File: config.mk
export PLATFORM = sky130hd
export DESIGN_NAME = bpl_slave_flat
export DESIGN_NICKNAME = d
export VERILOG_FILES = /design/src/hdl/bpl_pkg.sv /design/src/hdl/bpl_bus_if.sv /design/src/hdl/bpl_am_class.sv /design/src/hdl/bpl_slave.sv /design/src/flat_wrapper.sv
export SDC_FILE = /design/constraint.sdc
export NUM_CORES = 1
export LEC_CHECK = 0
export BUFFER_PORTS_ARGS = -buffer_cell sky130_fd_sc_hd__buf_2
export CAP_MARGIN = 10
export CORE_UTILIZATION = 44
export DETAILED_ROUTE_END_ITERATION = 12
export PLACE_DENSITY = 0.64
export SLEW_MARGIN = 20
export SYNTH_ARGS = -nofsm -noshare
export SYNTH_HDL_FRONTEND = slang
export SYNTH_SLANG_ARGS = --single-unit
File: constraint.sdc
create_clock -name ref_clk -period 2.8 [get_ports ref_clk]
set_input_delay 0.14 -clock ref_clk [delete_from_list [all_inputs] [get_ports ref_clk]]
set_output_delay 0.14 -clock ref_clk [all_outputs]
set_load 0.03 [all_outputs]
File: src/hdl/bpl_pkg.sv
package bpl_pkg;

	// ========================================
	// address spaces and transfer kinds
	typedef enum logic [2:0] {
		SP_RSVD,
		SP_SHORT,
		SP_STD,
		SP_EXT,
		SP_USER
	} bpl_space_t;

	typedef enum logic [2:0] {
		K_ADDR_ONLY,
		K_BYTE,
		K_PAIR,
		K_QUAD,
		K_SBYTE_BLK,
		K_DBYTE_BLK,
		K_QUAD_BLK
	} bpl_kind_t;

	// ========================================
	// modifier code maps, one bit per code
	localparam int AM_CODES = 64;
	localparam logic [63:0] AM_SHORT_MAP = 64'h0000_2200_0000_0000;
	localparam logic [63:0] AM_STD_MAP = 64'hee00_0000_0000_0000;
	localparam logic [63:0] AM_EXT_MAP = 64'h0000_0000_0000_ee00;
	localparam logic [63:0] AM_USER_MAP = 64'h0000_0000_ffff_0000;
	localparam logic [63:0] AM_BLK_MAP = 64'h8800_0000_0000_8800;

	// ========================================
	// group compare masks over a[31:2]
	localparam logic [29:0] GRP_MASK_SHORT = 30'h0000_3fff;
	localparam logic [29:0] GRP_MASK_STD = 30'h003f_ffff;
	localparam logic [29:0] GRP_MASK_EXT = 30'h3fff_ffff;
	localparam logic [29:0] GRP_ONE = 30'h0000_0001;

	// ========================================
	// byte lane enables, bit n is byte n
	localparam logic [3:0] LANE_NONE = 4'h0;
	localparam logic [3:0] LANE_ALL = 4'hf;
	localparam logic [3:0] LANE_B0_2 = 4'h7;
	localparam logic [3:0] LANE_B1_3 = 4'he;
	localparam logic [3:0] LANE_B1_2 = 4'h6;
	localparam logic [3:0] LANE_PAIR_LO = 4'h3;
	localparam logic [3:0] LANE_PAIR_HI = 4'hc;
	localparam logic [3:0] LANE_ONE = 4'h1;

	localparam logic [7:0] CNT_ONE = 8'h01;
	localparam logic [1:0] IDX_ONE = 2'h1;
	localparam logic [1:0] IDX_LAST = 2'h3;

endpackage

File: src/hdl/bpl_bus_if.sv
`timescale 1ns/10ps
`default_nettype none

interface bpl_bus_if;
	// ========================================
	// lines driven by the master
	logic as_n;
	logic ds0_n;
	logic ds1_n;
	logic lword_n;
	logic write_n;
	logic [31:1] addr;
	logic [5:0] am;
	// ========================================
	// open-drain acknowledge lines from the slave
	logic dtack_o;
	logic dtack_oe;
	logic berr_o;
	logic berr_oe;
	logic dtack_n;
	logic berr_n;

	// wired level: released line floats high through the terminator
	assign dtack_n = ~(dtack_oe & ~dtack_o);
	assign berr_n = ~(berr_oe & ~berr_o);

	modport master (
		output as_n, ds0_n, ds1_n, lword_n, write_n, addr, am,
		input dtack_n, berr_n
	);

	modport slave (
		input as_n, ds0_n, ds1_n, lword_n, write_n, addr, am, dtack_n, berr_n,
		output dtack_o, dtack_oe, berr_o, berr_oe
	);
endinterface

`default_nettype wire

File: src/hdl/bpl_am_class.sv
`timescale 1ns/10ps
`default_nettype none

module bpl_am_class (
	// modifier code
	input wire logic [5:0] am,
	// user code handling
	input wire bpl_pkg::bpl_space_t user_space,
	input wire logic user_blk,
	// classification
	output bpl_pkg::bpl_space_t space,
	output logic blk
);
	// ========================================
	// classification
	always_comb begin
		space = bpl_pkg::SP_RSVD;
		blk = bpl_pkg::AM_BLK_MAP[am];
		// defined codes map only to their fixed meaning
		if (bpl_pkg::AM_SHORT_MAP[am]) begin
			space = bpl_pkg::SP_SHORT;
		end else if (bpl_pkg::AM_STD_MAP[am]) begin
			space = bpl_pkg::SP_STD;
		end else if (bpl_pkg::AM_EXT_MAP[am]) begin
			space = bpl_pkg::SP_EXT;
		end else if (bpl_pkg::AM_USER_MAP[am]) begin
			// board picks the meaning; rsvd here means not claimed
			space = user_space;
			blk = user_blk;
		end else begin
			blk = 1'b0;
		end
	end
endmodule

`default_nettype wire

File: src/hdl/bpl_slave.sv
`timescale 1ns/10ps
`default_nettype none

// Overview of operation
// - address-only cycle: strobes high, ignore A01/LWORD
// - single-byte block strobes alternate per transfer
// - even start byte: DS1 low first
// - odd start byte: DS0 low first
// - single-byte block: A01 used before first ack
// - A01 low for bytes 0-1, high 2-3
// - double-byte block: both strobes low each transfer
// - double-byte block A01 picks pair, first only
// - six modifier lines, 64 codes in three classes
// - short codes decode group from A02-A15
// - standard codes decode group from A02-A23
// - extended codes decode group from A02-A31
// - reserved codes get no acknowledge, no error
// - user codes get board-configurable meaning
// - group from upper lines, lanes from four
// - master avoids the two illegal lane combos
// - single- and double-byte blocks with LWORD high; quad all low
module bpl_slave (
	// clock and reset
	input wire logic ref_clk,
	input wire logic srst,
	// backplane
	bpl_bus_if.slave bus,
	// decode configuration
	input wire logic [31:2] win_base,
	input wire bpl_pkg::bpl_space_t user_space,
	input wire logic user_blk,
	// access to local resource
	output logic acc_stb,
	output logic [31:2] acc_grp,
	output logic [3:0] acc_lanes,
	output logic acc_write,
	output logic [5:0] acc_am,
	input wire logic usr_ack,
	input wire logic usr_err,
	// status
	output logic cyc_sel
);
	typedef enum {ST_IDLE, ST_ARM, ST_WAIT, ST_HOLD} bpl_sst_t;

	// ========================================
	// sampled bus lines
	logic as_q, ds0_q, ds1_q, a01_q, lword_q, write_q;
	logic [5:0] am_q;
	logic [31:2] addr_q;

	always_ff @(posedge ref_clk) begin
		if (srst) begin
			as_q <= 1'b1;
			ds0_q <= 1'b1;
			ds1_q <= 1'b1;
			a01_q <= 1'b0;
			lword_q <= 1'b1;
			write_q <= 1'b1;
			am_q <= 6'h00;
			addr_q <= 30'h0000_0000;
		end else begin
			as_q <= bus.as_n;
			ds0_q <= bus.ds0_n;
			ds1_q <= bus.ds1_n;
			a01_q <= bus.addr[1];
			lword_q <= bus.lword_n;
			write_q <= bus.write_n;
			am_q <= bus.am;
			addr_q <= bus.addr[31:2];
		end
	end

	// ========================================
	// modifier decode
	bpl_pkg::bpl_space_t space;
	logic am_blk;
	logic [29:0] grp_mask;
	logic hit;

	bpl_am_class bpl_am_class_inst (
		.am(am_q),
		.user_space(user_space),
		.user_blk(user_blk),
		.space(space),
		.blk(am_blk)
	);

	always_comb begin
		case (space)
			bpl_pkg::SP_SHORT: grp_mask = bpl_pkg::GRP_MASK_SHORT;
			bpl_pkg::SP_STD: grp_mask = bpl_pkg::GRP_MASK_STD;
			bpl_pkg::SP_EXT: grp_mask = bpl_pkg::GRP_MASK_EXT;
			default: grp_mask = bpl_pkg::GRP_MASK_EXT;
		endcase
		// upper lines outside the space are never compared
		hit = (((addr_q ^ win_base) & grp_mask) == 30'h0000_0000)
			&& (space != bpl_pkg::SP_RSVD);
	end

	// ========================================
	// cycle state
	bpl_sst_t st_q, st_d;
	logic sel_q, sel_d, blk_q, blk_d, first_q, first_d;
	logic ack_q, ack_d, err_q, err_d, stb_q, stb_d;
	logic [1:0] idx_q, idx_d;
	logic [29:0] grp_q, grp_d, grp_mask_q, grp_mask_d;
	logic [29:0] out_grp_q, out_grp_d;
	logic [3:0] lanes_q, lanes_d;
	logic wr_q, wr_d;
	logic [5:0] oam_q, oam_d;
	logic strobe, released;
	logic [1:0] cur_idx;
	logic [29:0] cur_grp;
	logic [3:0] cur_lanes;

	// lane and pointer for the transfer now on the strobes
	always_comb begin
		strobe = ~ds0_q | ~ds1_q;
		released = ds0_q & ds1_q;
		cur_grp = first_q ? (addr_q & grp_mask_q) : grp_q;
		cur_idx = idx_q;
		cur_lanes = bpl_pkg::LANE_NONE;
		if (blk_q && !lword_q) begin
			cur_idx = 2'h0;
			cur_lanes = bpl_pkg::LANE_ALL;
		end else if (blk_q && !(ds0_q ^ ds1_q)) begin
			// pair index held in bit 1; A01 only counts on the first
			if (first_q) begin
				cur_idx = {a01_q, 1'b0};
			end
			cur_lanes = cur_idx[1] ? bpl_pkg::LANE_PAIR_HI : bpl_pkg::LANE_PAIR_LO;
		end else if (blk_q) begin
			// after the first ack A01 and the strobe choice are not trusted
			if (first_q) begin
				cur_idx = {a01_q, ds1_q};
			end
			cur_lanes = bpl_pkg::LANE_ONE << cur_idx;
		end else if (lword_q) begin
			cur_idx = {a01_q, ds1_q};
			if (ds0_q ^ ds1_q) begin
				cur_lanes = bpl_pkg::LANE_ONE << cur_idx;
			end else begin
				cur_lanes = a01_q ? bpl_pkg::LANE_PAIR_HI : bpl_pkg::LANE_PAIR_LO;
			end
		end else begin
			// illegal combos decode as bytes 1-2, which keeps the logic small
			case ({ds1_q, ds0_q, a01_q})
				3'b000: cur_lanes = bpl_pkg::LANE_ALL;
				3'b010: cur_lanes = bpl_pkg::LANE_B0_2;
				3'b100: cur_lanes = bpl_pkg::LANE_B1_3;
				default: cur_lanes = bpl_pkg::LANE_B1_2;
			endcase
		end
	end

	always_comb begin
		st_d = st_q;
		sel_d = sel_q;
		blk_d = blk_q;
		first_d = first_q;
		ack_d = ack_q;
		err_d = err_q;
		stb_d = 1'b0;
		idx_d = idx_q;
		grp_d = grp_q;
		grp_mask_d = grp_mask_q;
		out_grp_d = out_grp_q;
		lanes_d = lanes_q;
		wr_d = wr_q;
		oam_d = oam_q;
		case (st_q)
			ST_IDLE: begin
				if (!as_q) begin
					sel_d = hit;
					blk_d = am_blk;
					grp_mask_d = grp_mask;
					first_d = 1'b1;
					st_d = ST_ARM;
				end
			end
			ST_ARM: begin
				if (as_q) begin
					sel_d = 1'b0;
					st_d = ST_IDLE;
				end else if (strobe && sel_q) begin
					idx_d = cur_idx;
					grp_d = cur_grp;
					out_grp_d = cur_grp;
					lanes_d = cur_lanes;
					wr_d = ~write_q;
					oam_d = am_q;
					stb_d = 1'b1;
					st_d = ST_WAIT;
				end
			end
			ST_WAIT: begin
				if (as_q) begin
					sel_d = 1'b0;
					st_d = ST_IDLE;
				end else if (usr_err) begin
					err_d = 1'b1;
					st_d = ST_HOLD;
				end else if (usr_ack) begin
					ack_d = 1'b1;
					st_d = ST_HOLD;
					if (blk_q && !lword_q) begin
						grp_d = grp_q + bpl_pkg::GRP_ONE;
					end else if (blk_q && !(ds0_q ^ ds1_q)) begin
						idx_d = idx_q ^ 2'h2;
						if (idx_q[1]) begin
							grp_d = grp_q + bpl_pkg::GRP_ONE;
						end
					end else if (blk_q) begin
						idx_d = idx_q + bpl_pkg::IDX_ONE;
						if (idx_q == bpl_pkg::IDX_LAST) begin
							grp_d = grp_q + bpl_pkg::GRP_ONE;
						end
					end
				end
			end
			ST_HOLD: begin
				// hold the acknowledge until the master lets both strobes go
				if (released) begin
					ack_d = 1'b0;
					err_d = 1'b0;
					first_d = 1'b0;
					st_d = ST_ARM;
				end
			end
			default: begin
				st_d = ST_IDLE;
			end
		endcase
	end

	always_ff @(posedge ref_clk) begin
		if (srst) begin
			st_q <= ST_IDLE;
			sel_q <= 1'b0;
			blk_q <= 1'b0;
			first_q <= 1'b1;
			ack_q <= 1'b0;
			err_q <= 1'b0;
			stb_q <= 1'b0;
			idx_q <= 2'h0;
			grp_q <= 30'h0000_0000;
			grp_mask_q <= bpl_pkg::GRP_MASK_EXT;
			out_grp_q <= 30'h0000_0000;
			lanes_q <= bpl_pkg::LANE_NONE;
			wr_q <= 1'b0;
			oam_q <= 6'h00;
		end else begin
			st_q <= st_d;
			sel_q <= sel_d;
			blk_q <= blk_d;
			first_q <= first_d;
			ack_q <= ack_d;
			err_q <= err_d;
			stb_q <= stb_d;
			idx_q <= idx_d;
			grp_q <= grp_d;
			grp_mask_q <= grp_mask_d;
			out_grp_q <= out_grp_d;
			lanes_q <= lanes_d;
			wr_q <= wr_d;
			oam_q <= oam_d;
		end
	end

	// ========================================
	// outputs
	assign bus.dtack_o = 1'b0;
	assign bus.dtack_oe = ack_q;
	assign bus.berr_o = 1'b0;
	assign bus.berr_oe = err_q;
	assign acc_stb = stb_q;
	assign acc_grp = out_grp_q;
	assign acc_lanes = lanes_q;
	assign acc_write = wr_q;
	assign acc_am = oam_q;
	assign cyc_sel = sel_q;
endmodule

`default_nettype wire

File: src/flat_wrapper.sv
// flat-port wrapper written by rule: the top's interface ports become plain ports
module bpl_slave_flat 
  (ref_clk, srst, win_base, user_space, user_blk, acc_stb, acc_grp, acc_lanes, acc_write, acc_am, usr_ack, usr_err, cyc_sel, bus_as_n, bus_ds0_n, bus_ds1_n, bus_lword_n, bus_write_n, bus_addr, bus_am, bus_dtack_o, bus_dtack_oe, bus_berr_o, bus_berr_oe);
  bpl_bus_if bus_i ();
  input wire logic ref_clk;
  input wire logic srst;
  input wire logic [31:2] win_base;
  input wire bpl_pkg::bpl_space_t user_space;
  input wire logic user_blk;
  output logic acc_stb;
  output logic [31:2] acc_grp;
  output logic [3:0] acc_lanes;
  output logic acc_write;
  output logic [5:0] acc_am;
  input wire logic usr_ack;
  input wire logic usr_err;
  output logic cyc_sel;
  input wire logic [$bits(bus_i.as_n)-1:0] bus_as_n;
  input wire logic [$bits(bus_i.ds0_n)-1:0] bus_ds0_n;
  input wire logic [$bits(bus_i.ds1_n)-1:0] bus_ds1_n;
  input wire logic [$bits(bus_i.lword_n)-1:0] bus_lword_n;
  input wire logic [$bits(bus_i.write_n)-1:0] bus_write_n;
  input wire logic [$bits(bus_i.addr)-1:0] bus_addr;
  input wire logic [$bits(bus_i.am)-1:0] bus_am;
  output wire logic [$bits(bus_i.dtack_o)-1:0] bus_dtack_o;
  output wire logic [$bits(bus_i.dtack_oe)-1:0] bus_dtack_oe;
  output wire logic [$bits(bus_i.berr_o)-1:0] bus_berr_o;
  output wire logic [$bits(bus_i.berr_oe)-1:0] bus_berr_oe;
  assign bus_i.as_n = bus_as_n;
  assign bus_i.ds0_n = bus_ds0_n;
  assign bus_i.ds1_n = bus_ds1_n;
  assign bus_i.lword_n = bus_lword_n;
  assign bus_i.write_n = bus_write_n;
  assign bus_i.addr = bus_addr;
  assign bus_i.am = bus_am;
  assign bus_dtack_o = bus_i.dtack_o;
  assign bus_dtack_oe = bus_i.dtack_oe;
  assign bus_berr_o = bus_i.berr_o;
  assign bus_berr_oe = bus_i.berr_oe;
  bpl_slave u_core (.ref_clk(ref_clk), .srst(srst), .bus(bus_i), .win_base(win_base), .user_space(user_space), .user_blk(user_blk), .acc_stb(acc_stb), .acc_grp(acc_grp), .acc_lanes(acc_lanes), .acc_write(acc_write), .acc_am(acc_am), .usr_ack(usr_ack), .usr_err(usr_err), .cyc_sel(cyc_sel));
endmodule
Word-level counts from Yosys, hierarchy flattened
Memory sizes are Yosys's and may differ from the RTL's. A register that Yosys moved wholly into a read port is not among the register bits.
Cells that the tools add are included.
Storage, ports and cells
  latch bits: 0
  bits in writable memories: 0
  output and inout port bits: 47
  memories kept: 5
  input port bits: 80
  register bits: 183
  memory bits (read-only): 320
  logic and storage cells: 180
Memory list
  (name not given): depth 64, bits a word 1, rd ports 1, clocked after Yosys merged registers in 1, wr ports 0, line bpl_am_class.sv:26  | end else if (bpl_pkg::AM_USER_MAP[am]) begin
  (name not given): depth 64, bits a word 1, rd ports 1, clocked after Yosys merged registers in 1, wr ports 0, line bpl_am_class.sv:24  | end else if (bpl_pkg::AM_EXT_MAP[am]) begin
  (name not given): depth 64, bits a word 1, rd ports 1, clocked after Yosys merged registers in 1, wr ports 0, line bpl_am_class.sv:22  | end else if (bpl_pkg::AM_STD_MAP[am]) begin
  (name not given): depth 64, bits a word 1, rd ports 1, clocked after Yosys merged registers in 1, wr ports 0, line bpl_am_class.sv:20  | if (bpl_pkg::AM_SHORT_MAP[am]) begin
  (name not given): depth 64, bits a word 1, rd ports 1, clocked after Yosys merged registers in 1, wr ports 0, line bpl_am_class.sv:18  | blk = bpl_pkg::AM_BLK_MAP[am];
Cells by class
  div/mod/pow operators: 0
  $lt $le $gt $ge: 1
  multiplexer cells: 81
  multiply operators: 0
  shift operators: 2
  reduce and logical (&&, ||, !) cells: 26
  add/sub/neg operators: 2
  eq/ne operators: 28
  bitwise gates (word level): 12
Operators with widths (count)
  2-to-1 mux 30 bit: 11
  2-to-1 mux 32 bit: 7
  case mux 32 bit (4 select lines): 1
  case mux 30 bit (2 select lines): 2
  == test 32 x 2 -> 1 bit (second input constant): 2
  AND 30 bit: 2
  2-to-1 mux 2 bit: 19
  == test 32 x 1 -> 1 bit (second input constant): 1
  zero test 32 bit: 1
  adder 30 x 1 -> 30 bit (second input constant): 1
  zero test 30 bit: 1
  2-to-1 mux 6 bit: 5
  XOR 30 bit: 1
  2-to-1 mux 4 bit: 7
  2-to-1 mux 1 bit: 19
  AND reduction 9 bit: 2
  != test 2 bit (second input constant): 8
  2-to-1 mux 3 bit: 4
  case mux 4 bit (3 select lines): 1
  AND reduction 11 bit: 1
  AND reduction 3 bit: 3
  != test 2 x 1 -> 1 bit (second input constant): 4
  != test 4 x 1 -> 1 bit (second input constant): 2
  != test 4 x 2 -> 1 bit (second input constant): 2
  26 further kinds: 45

Longest topological paths before layout
  depth after elaboration: 13
  depth in mapped cells: 10
  gate-level depth less buffers: 7

By module
Synthesis repeated with hierarchy kept, for this count alone.
Unflattened totals
  cell total of the unflattened synthesis: 737
  area total of the unflattened synthesis: 6241.0 um^2
By module, submodules not included
  bpl_slave: instances 1, cells each 722, area each 6149.6 um^2, sequential area each 2502.4 um^2
  bpl_am_class: instances 1, cells each 13, area each 78.8 um^2, sequential area each 0.0 um^2
  bpl_slave_flat: instances 1, cells each 2, area each 12.5 um^2, sequential area each 0.0 um^2

Worst setup path after synthesis
No wires, ideal clock.
  path type: register to register
  start point: register u_core.ds1_q
  end point: register u_core.grp_q[2]
  buffers on the path: 2
  required time: 2.685 ns
  setup time: 0.115 ns
  arrival time: 2.114 ns
  path slack: 0.570 ns
  stages on the path, launching flop included: 9
  clock period less this slack: 2.230 ns
  cell sequence: dfxtp_1 -> ha_1 -> buf_2 -> mux2_2 -> a211o_1 -> and3_1 -> clkbuf_1 -> o22a_1 -> and3_1
On the way
  word-level cells in the longest chain between the ends: 9
  elaborated cells between the ends (all ways): 17
  classes of those cells: eq/ne: 4; mux: 6; bitwise: 3; reduce/logical: 4
Ends and longest elaborated chain
  start: declaration: line bpl_slave.sv:47  | logic as_q, ds0_q, ds1_q, a01_q, lword_q, write_q;
  start signal: assignment: line bpl_slave.sv:64  | ds1_q <= bus.ds1_n;
  XOR 1 bit: line bpl_slave.sv:208  | end else if (blk_q && !(ds0_q ^ ds1_q)) begin
  zero test 1 bit: line bpl_slave.sv:208
  logical AND 1 bit: line bpl_slave.sv:208
  2-to-1 mux 30 bit: line bpl_slave.sv:208
  2-to-1 mux 30 bit: line bpl_slave.sv:206  | if (blk_q && !lword_q) begin
  2-to-1 mux 30 bit: line bpl_slave.sv:203  | end else if (usr_ack) begin
  2-to-1 mux 30 bit: line bpl_slave.sv:200  | end else if (usr_err) begin
  2-to-1 mux 30 bit: line bpl_slave.sv:197  | if (as_q) begin
  case mux 30 bit (2 select lines): line bpl_slave.sv:171  | case (st_q)
  end signal: assignment: line bpl_slave.sv:261  | grp_q <= grp_d;
  end: declaration: line bpl_slave.sv:106  | logic [29:0] grp_q, grp_d, grp_mask_q, grp_mask_d;
Several ways; a longest one is shown, not always the timed one. The select of a mux whose other input is x is not followed.
A chain may end at the register's enable or synchronous reset.

Worst setup path in the final report
  start point: register u_core.st_q[0]
  end point: register u_core.grp_q[27]
On the way
  word-level cells in the longest chain between the ends: 3
  elaborated cells between the ends (all ways): 13
  classes of those cells: eq/ne: 10; mux: 1; reduce/logical: 2
Ends and longest elaborated chain
  start: declaration: line bpl_slave.sv:102  | bpl_sst_t st_q, st_d;
  start signal: assignment: line bpl_slave.sv:253  | st_q <= st_d;
  == test 32 x 2 -> 1 bit or == test 32 x 1 -> 1 bit (tied branches): line bpl_slave.sv:171
  != test 4 x 2 -> 1 bit (no line) (tied with other cells)
  AND reduction 9 bit (no line)
Several ways; a longest one is shown, not always the timed one.

==> impl_metrics.toml <==
[die]
pin_count = 127
dieArea_um2 = 14500
die_h_um = 120.4
num_rows = 42
die_w_um = 120.4
core_um2 = 13450
start_util = 0.4585

[job]
cap_violations = 0

[place]
gp_congestion = 0.8257
place_area_um2 = 7009
place_inst = 982
portBuffers = 124
place_hpwl_um = 11620

[synthesis]
synthTopCellsByArea = "dfxtp_1 42%, a211oi_1 4.5%, nor2_1 4.4%, mux2i_1 4.2%, nor2b_1 4.2%"
synth_common_cells = "130 x dfxtp_1, 73 x nor2_1, 41 x nor2b_1"
synth_largest_area_cell = "dfxtp_1"
synth_top_area_share = 0.4219
synthesis.area_um2 = 6168
avgSynthCellArea_um2 = 8.737
ys_warn_count = 0
ys_ff_latch = 130
yosysMostFrequentCell = "dfxtp_1"
synth_cell_type_count = 67
synth-seq-area-share = 0.4219
netlist_instances = 706
async_flop_share = 0
synth_edf_count = 0
synth_top_flop_cell = "dfxtp_1"

[timing]
totalNegativeSetupSlack_ps = 0
clock-skew-final_ps = 13.29
hold_viol = 0
finalMaxSlewViolations = 0
fin_crit_ps = 2554
rsz0062_at_grt = "false"
min_period_over_period = 0.9121
fmax_mhz = 391.5
finalSetupViolCount = 0
tightest_slew_ps = 840.4
relSlewSlack = 0.4391

[worst_hold_path]
min_path_type = "in2reg"
hold_start = "bus_am[4]"
hold_depth = 3

[finish]
fin_nets = 953
multiInputGateArea_um2 = 3304
num_antenna_cells = 0
drive_above_1_share = 0.2369
final_cells = 1054
stdcell_area_um2 = 8024
fillCellCount = 1247
areaGrowthSynthToFinish_pct = 30.08
utilization = 0.5964
register_area_um2 = 2603

[critical_path]
path_cells = "inv_1 -> ha_1 -> inv_1 -> a221o_1 -> nor2_2 -> mux2_2 -> o31a_1"
r2r_end = "u_core.grp_q[27]"
slowest_stage = "nor2_2"
critPathKind = "reg2reg"
critPathArrivalTime_ps = 2860
cp.required_ps = 3110
slowest_delay_ps = 670
cp_common_cell = "inv_1"
reg2reg_depth = 7
r2r_slack_ps = 250
crit_path_end_kind = "flip-flop"
cp_max_fo = 16
r2r_start = "u_core.st_q[0]"
cp-start-kind = "flip-flop"

[global_route]
grt_pass1_wl_um = 28060
grt_overflow_total = 0
grt_pass1_vias = 5805
grt_use_total = 0.2448
grt_start_max_net_pins = 70
antenna_found_initial = 0

[drt]
via_count = 5898
wl_met1_um = 7848
vias_per_cell = 5.596
routed_wl_um = 17240
final_antenna_net_count = 0
route.detailed.drc = 0
dr.pass1.iters = 8
wl_met2_um = 8085
drt_first_iter_violations = 410
top_layer = "met4"
wl_per_cell_um = 16.35
wl_met3_um = 1077

[power_and_ir_drop]
p_per_area_nw_per_um2 = 619.9
power_mw = 4.974
leakage_nw = 3.211
irDropWorstVdd_mv = 0.4005

[outcome]
outcome = "complete, no violations"

[clock_network]
cts_buffers = 17
clock_latency_ps = 420
path_clk_slew_ps = 60
cts_sinks = 130
cts_setup_buffers = 0
clockBufferDepth = 2
htree_levels = 4
cts_tree = "built"
root_buffer = "clkbuf_16"
[layout by cell type, fill, tap and decap left out, drive strengths merged, types with 16 or more instances in the layout]
| cell type | count |
|---|---|
| dlygate4sd3 | 41 |
| nor2b | 41 |
| nand2 | 31 |
| xnor2 | 29 |
| o21ai | 28 |
| nand3 | 18 |
| nor3 | 16 |
| buf | 150 |
| a21oi | 38 |
| mux2i | 26 |
| nand4 | 20 |
| nor2 | 73 |
| a211oi | 37 |
| dfxtp | 130 |
| clkbuf | 22 |
[flip-flops by register name, summed over array words and instances (netlist names), 2 cells and up, named ones only]
signal	count
u_core.acc_lanes	4
u_core.acc_am	6
u_core.am_q	6
u_core.addr_q	30
u_core.st_q	2
u_core.grp_mask_q	2
u_core.acc_grp	30
u_core.idx_q	2
u_core.grp_q	30
[worst max-delay path: cells and delay by family, from the launching register on]
family          cells  cell delay (ps)
flops               1              370
buf+inv             2              140
compound gates      2              530
mux                 1              410
simple gates        1              670
fa+ha+maj           1              300
[kinds of logic (layout without fill, tap and decap cells)]
family | Yosys count | count (layout) | share of synthesized area
adder cells (fa/ha/maj) | 8 | 8 | 0.01582
buffers and inverters | 68 | 239 | 0.04462
AND/OR/NAND/NOR | 253 | 253 | 0.2156
multiplexers | 33 | 33 | 0.05497
flip-flops | 130 | 130 | 0.4219
other | 1 | 2 | 0.0006079
AO/OA/AOI/OAI | 181 | 181 | 0.2010
XOR/XNOR | 32 | 32 | 0.04544
[how the worst max path moves through the flow]
stage | start | to | slack, ps | depth (start not counted)
after floorplan | u_core.ds1_q | u_core.grp_q[2] | 570 | 8
after global placement | u_core.ds1_q | u_core.grp_q[27] | 20 | 6
after detailed placement | u_core.st_q[0] | u_core.grp_q[27] | 300 | 7
after CTS | u_core.st_q[0] | u_core.grp_q[27] | 290 | 7
after global routing | u_core.st_q[0] | u_core.grp_q[27] | 170 | 7
final | u_core.st_q[0] | u_core.grp_q[27] | 250 | 7
[what timing repair did]
action                                 4_1_cts  5_1_grt
gates resized for setup                      0        0
hold buffers                                41        0
endpoints found under the hold margin       40        0
[report_power, final]
group | total, mW | internal (mW) | switching, mW
Clock | 2.26 | 1.46 | 0.800
Sequential | 2.08 | 1.95 | 0.125
Combinational | 0.635 | 0.307 | 0.328
[layer usage]
metal  vias to the layer above  global-route usage
li1                       2893                   -
met1                      2766              0.3104
met3                        22             0.06604
met4                         0             0.09568
met5                         -                   0
met2                       217              0.3948
[through the flow]
stage                     hold slack [ps]  worst slack [ps]
final                               16.55             246.0
after global routing                18.95             166.9
after CTS                           1.659             288.3
after detailed placement            327.5             299.9
after global placement              327.1             23.22
after floorplan                     212.4             570.1
[layout make-up]
cell class	count	area share
clock buffer	22	0.05910
clock inverter	9	0.01622
sequential	130	0.3243
tap	176	0.02744
inverter	17	0.007953
multi-input combinational	509	0.4118
timing repair buffer	191	0.1531
Note: power is estimated with default switching activity, not from simulation.
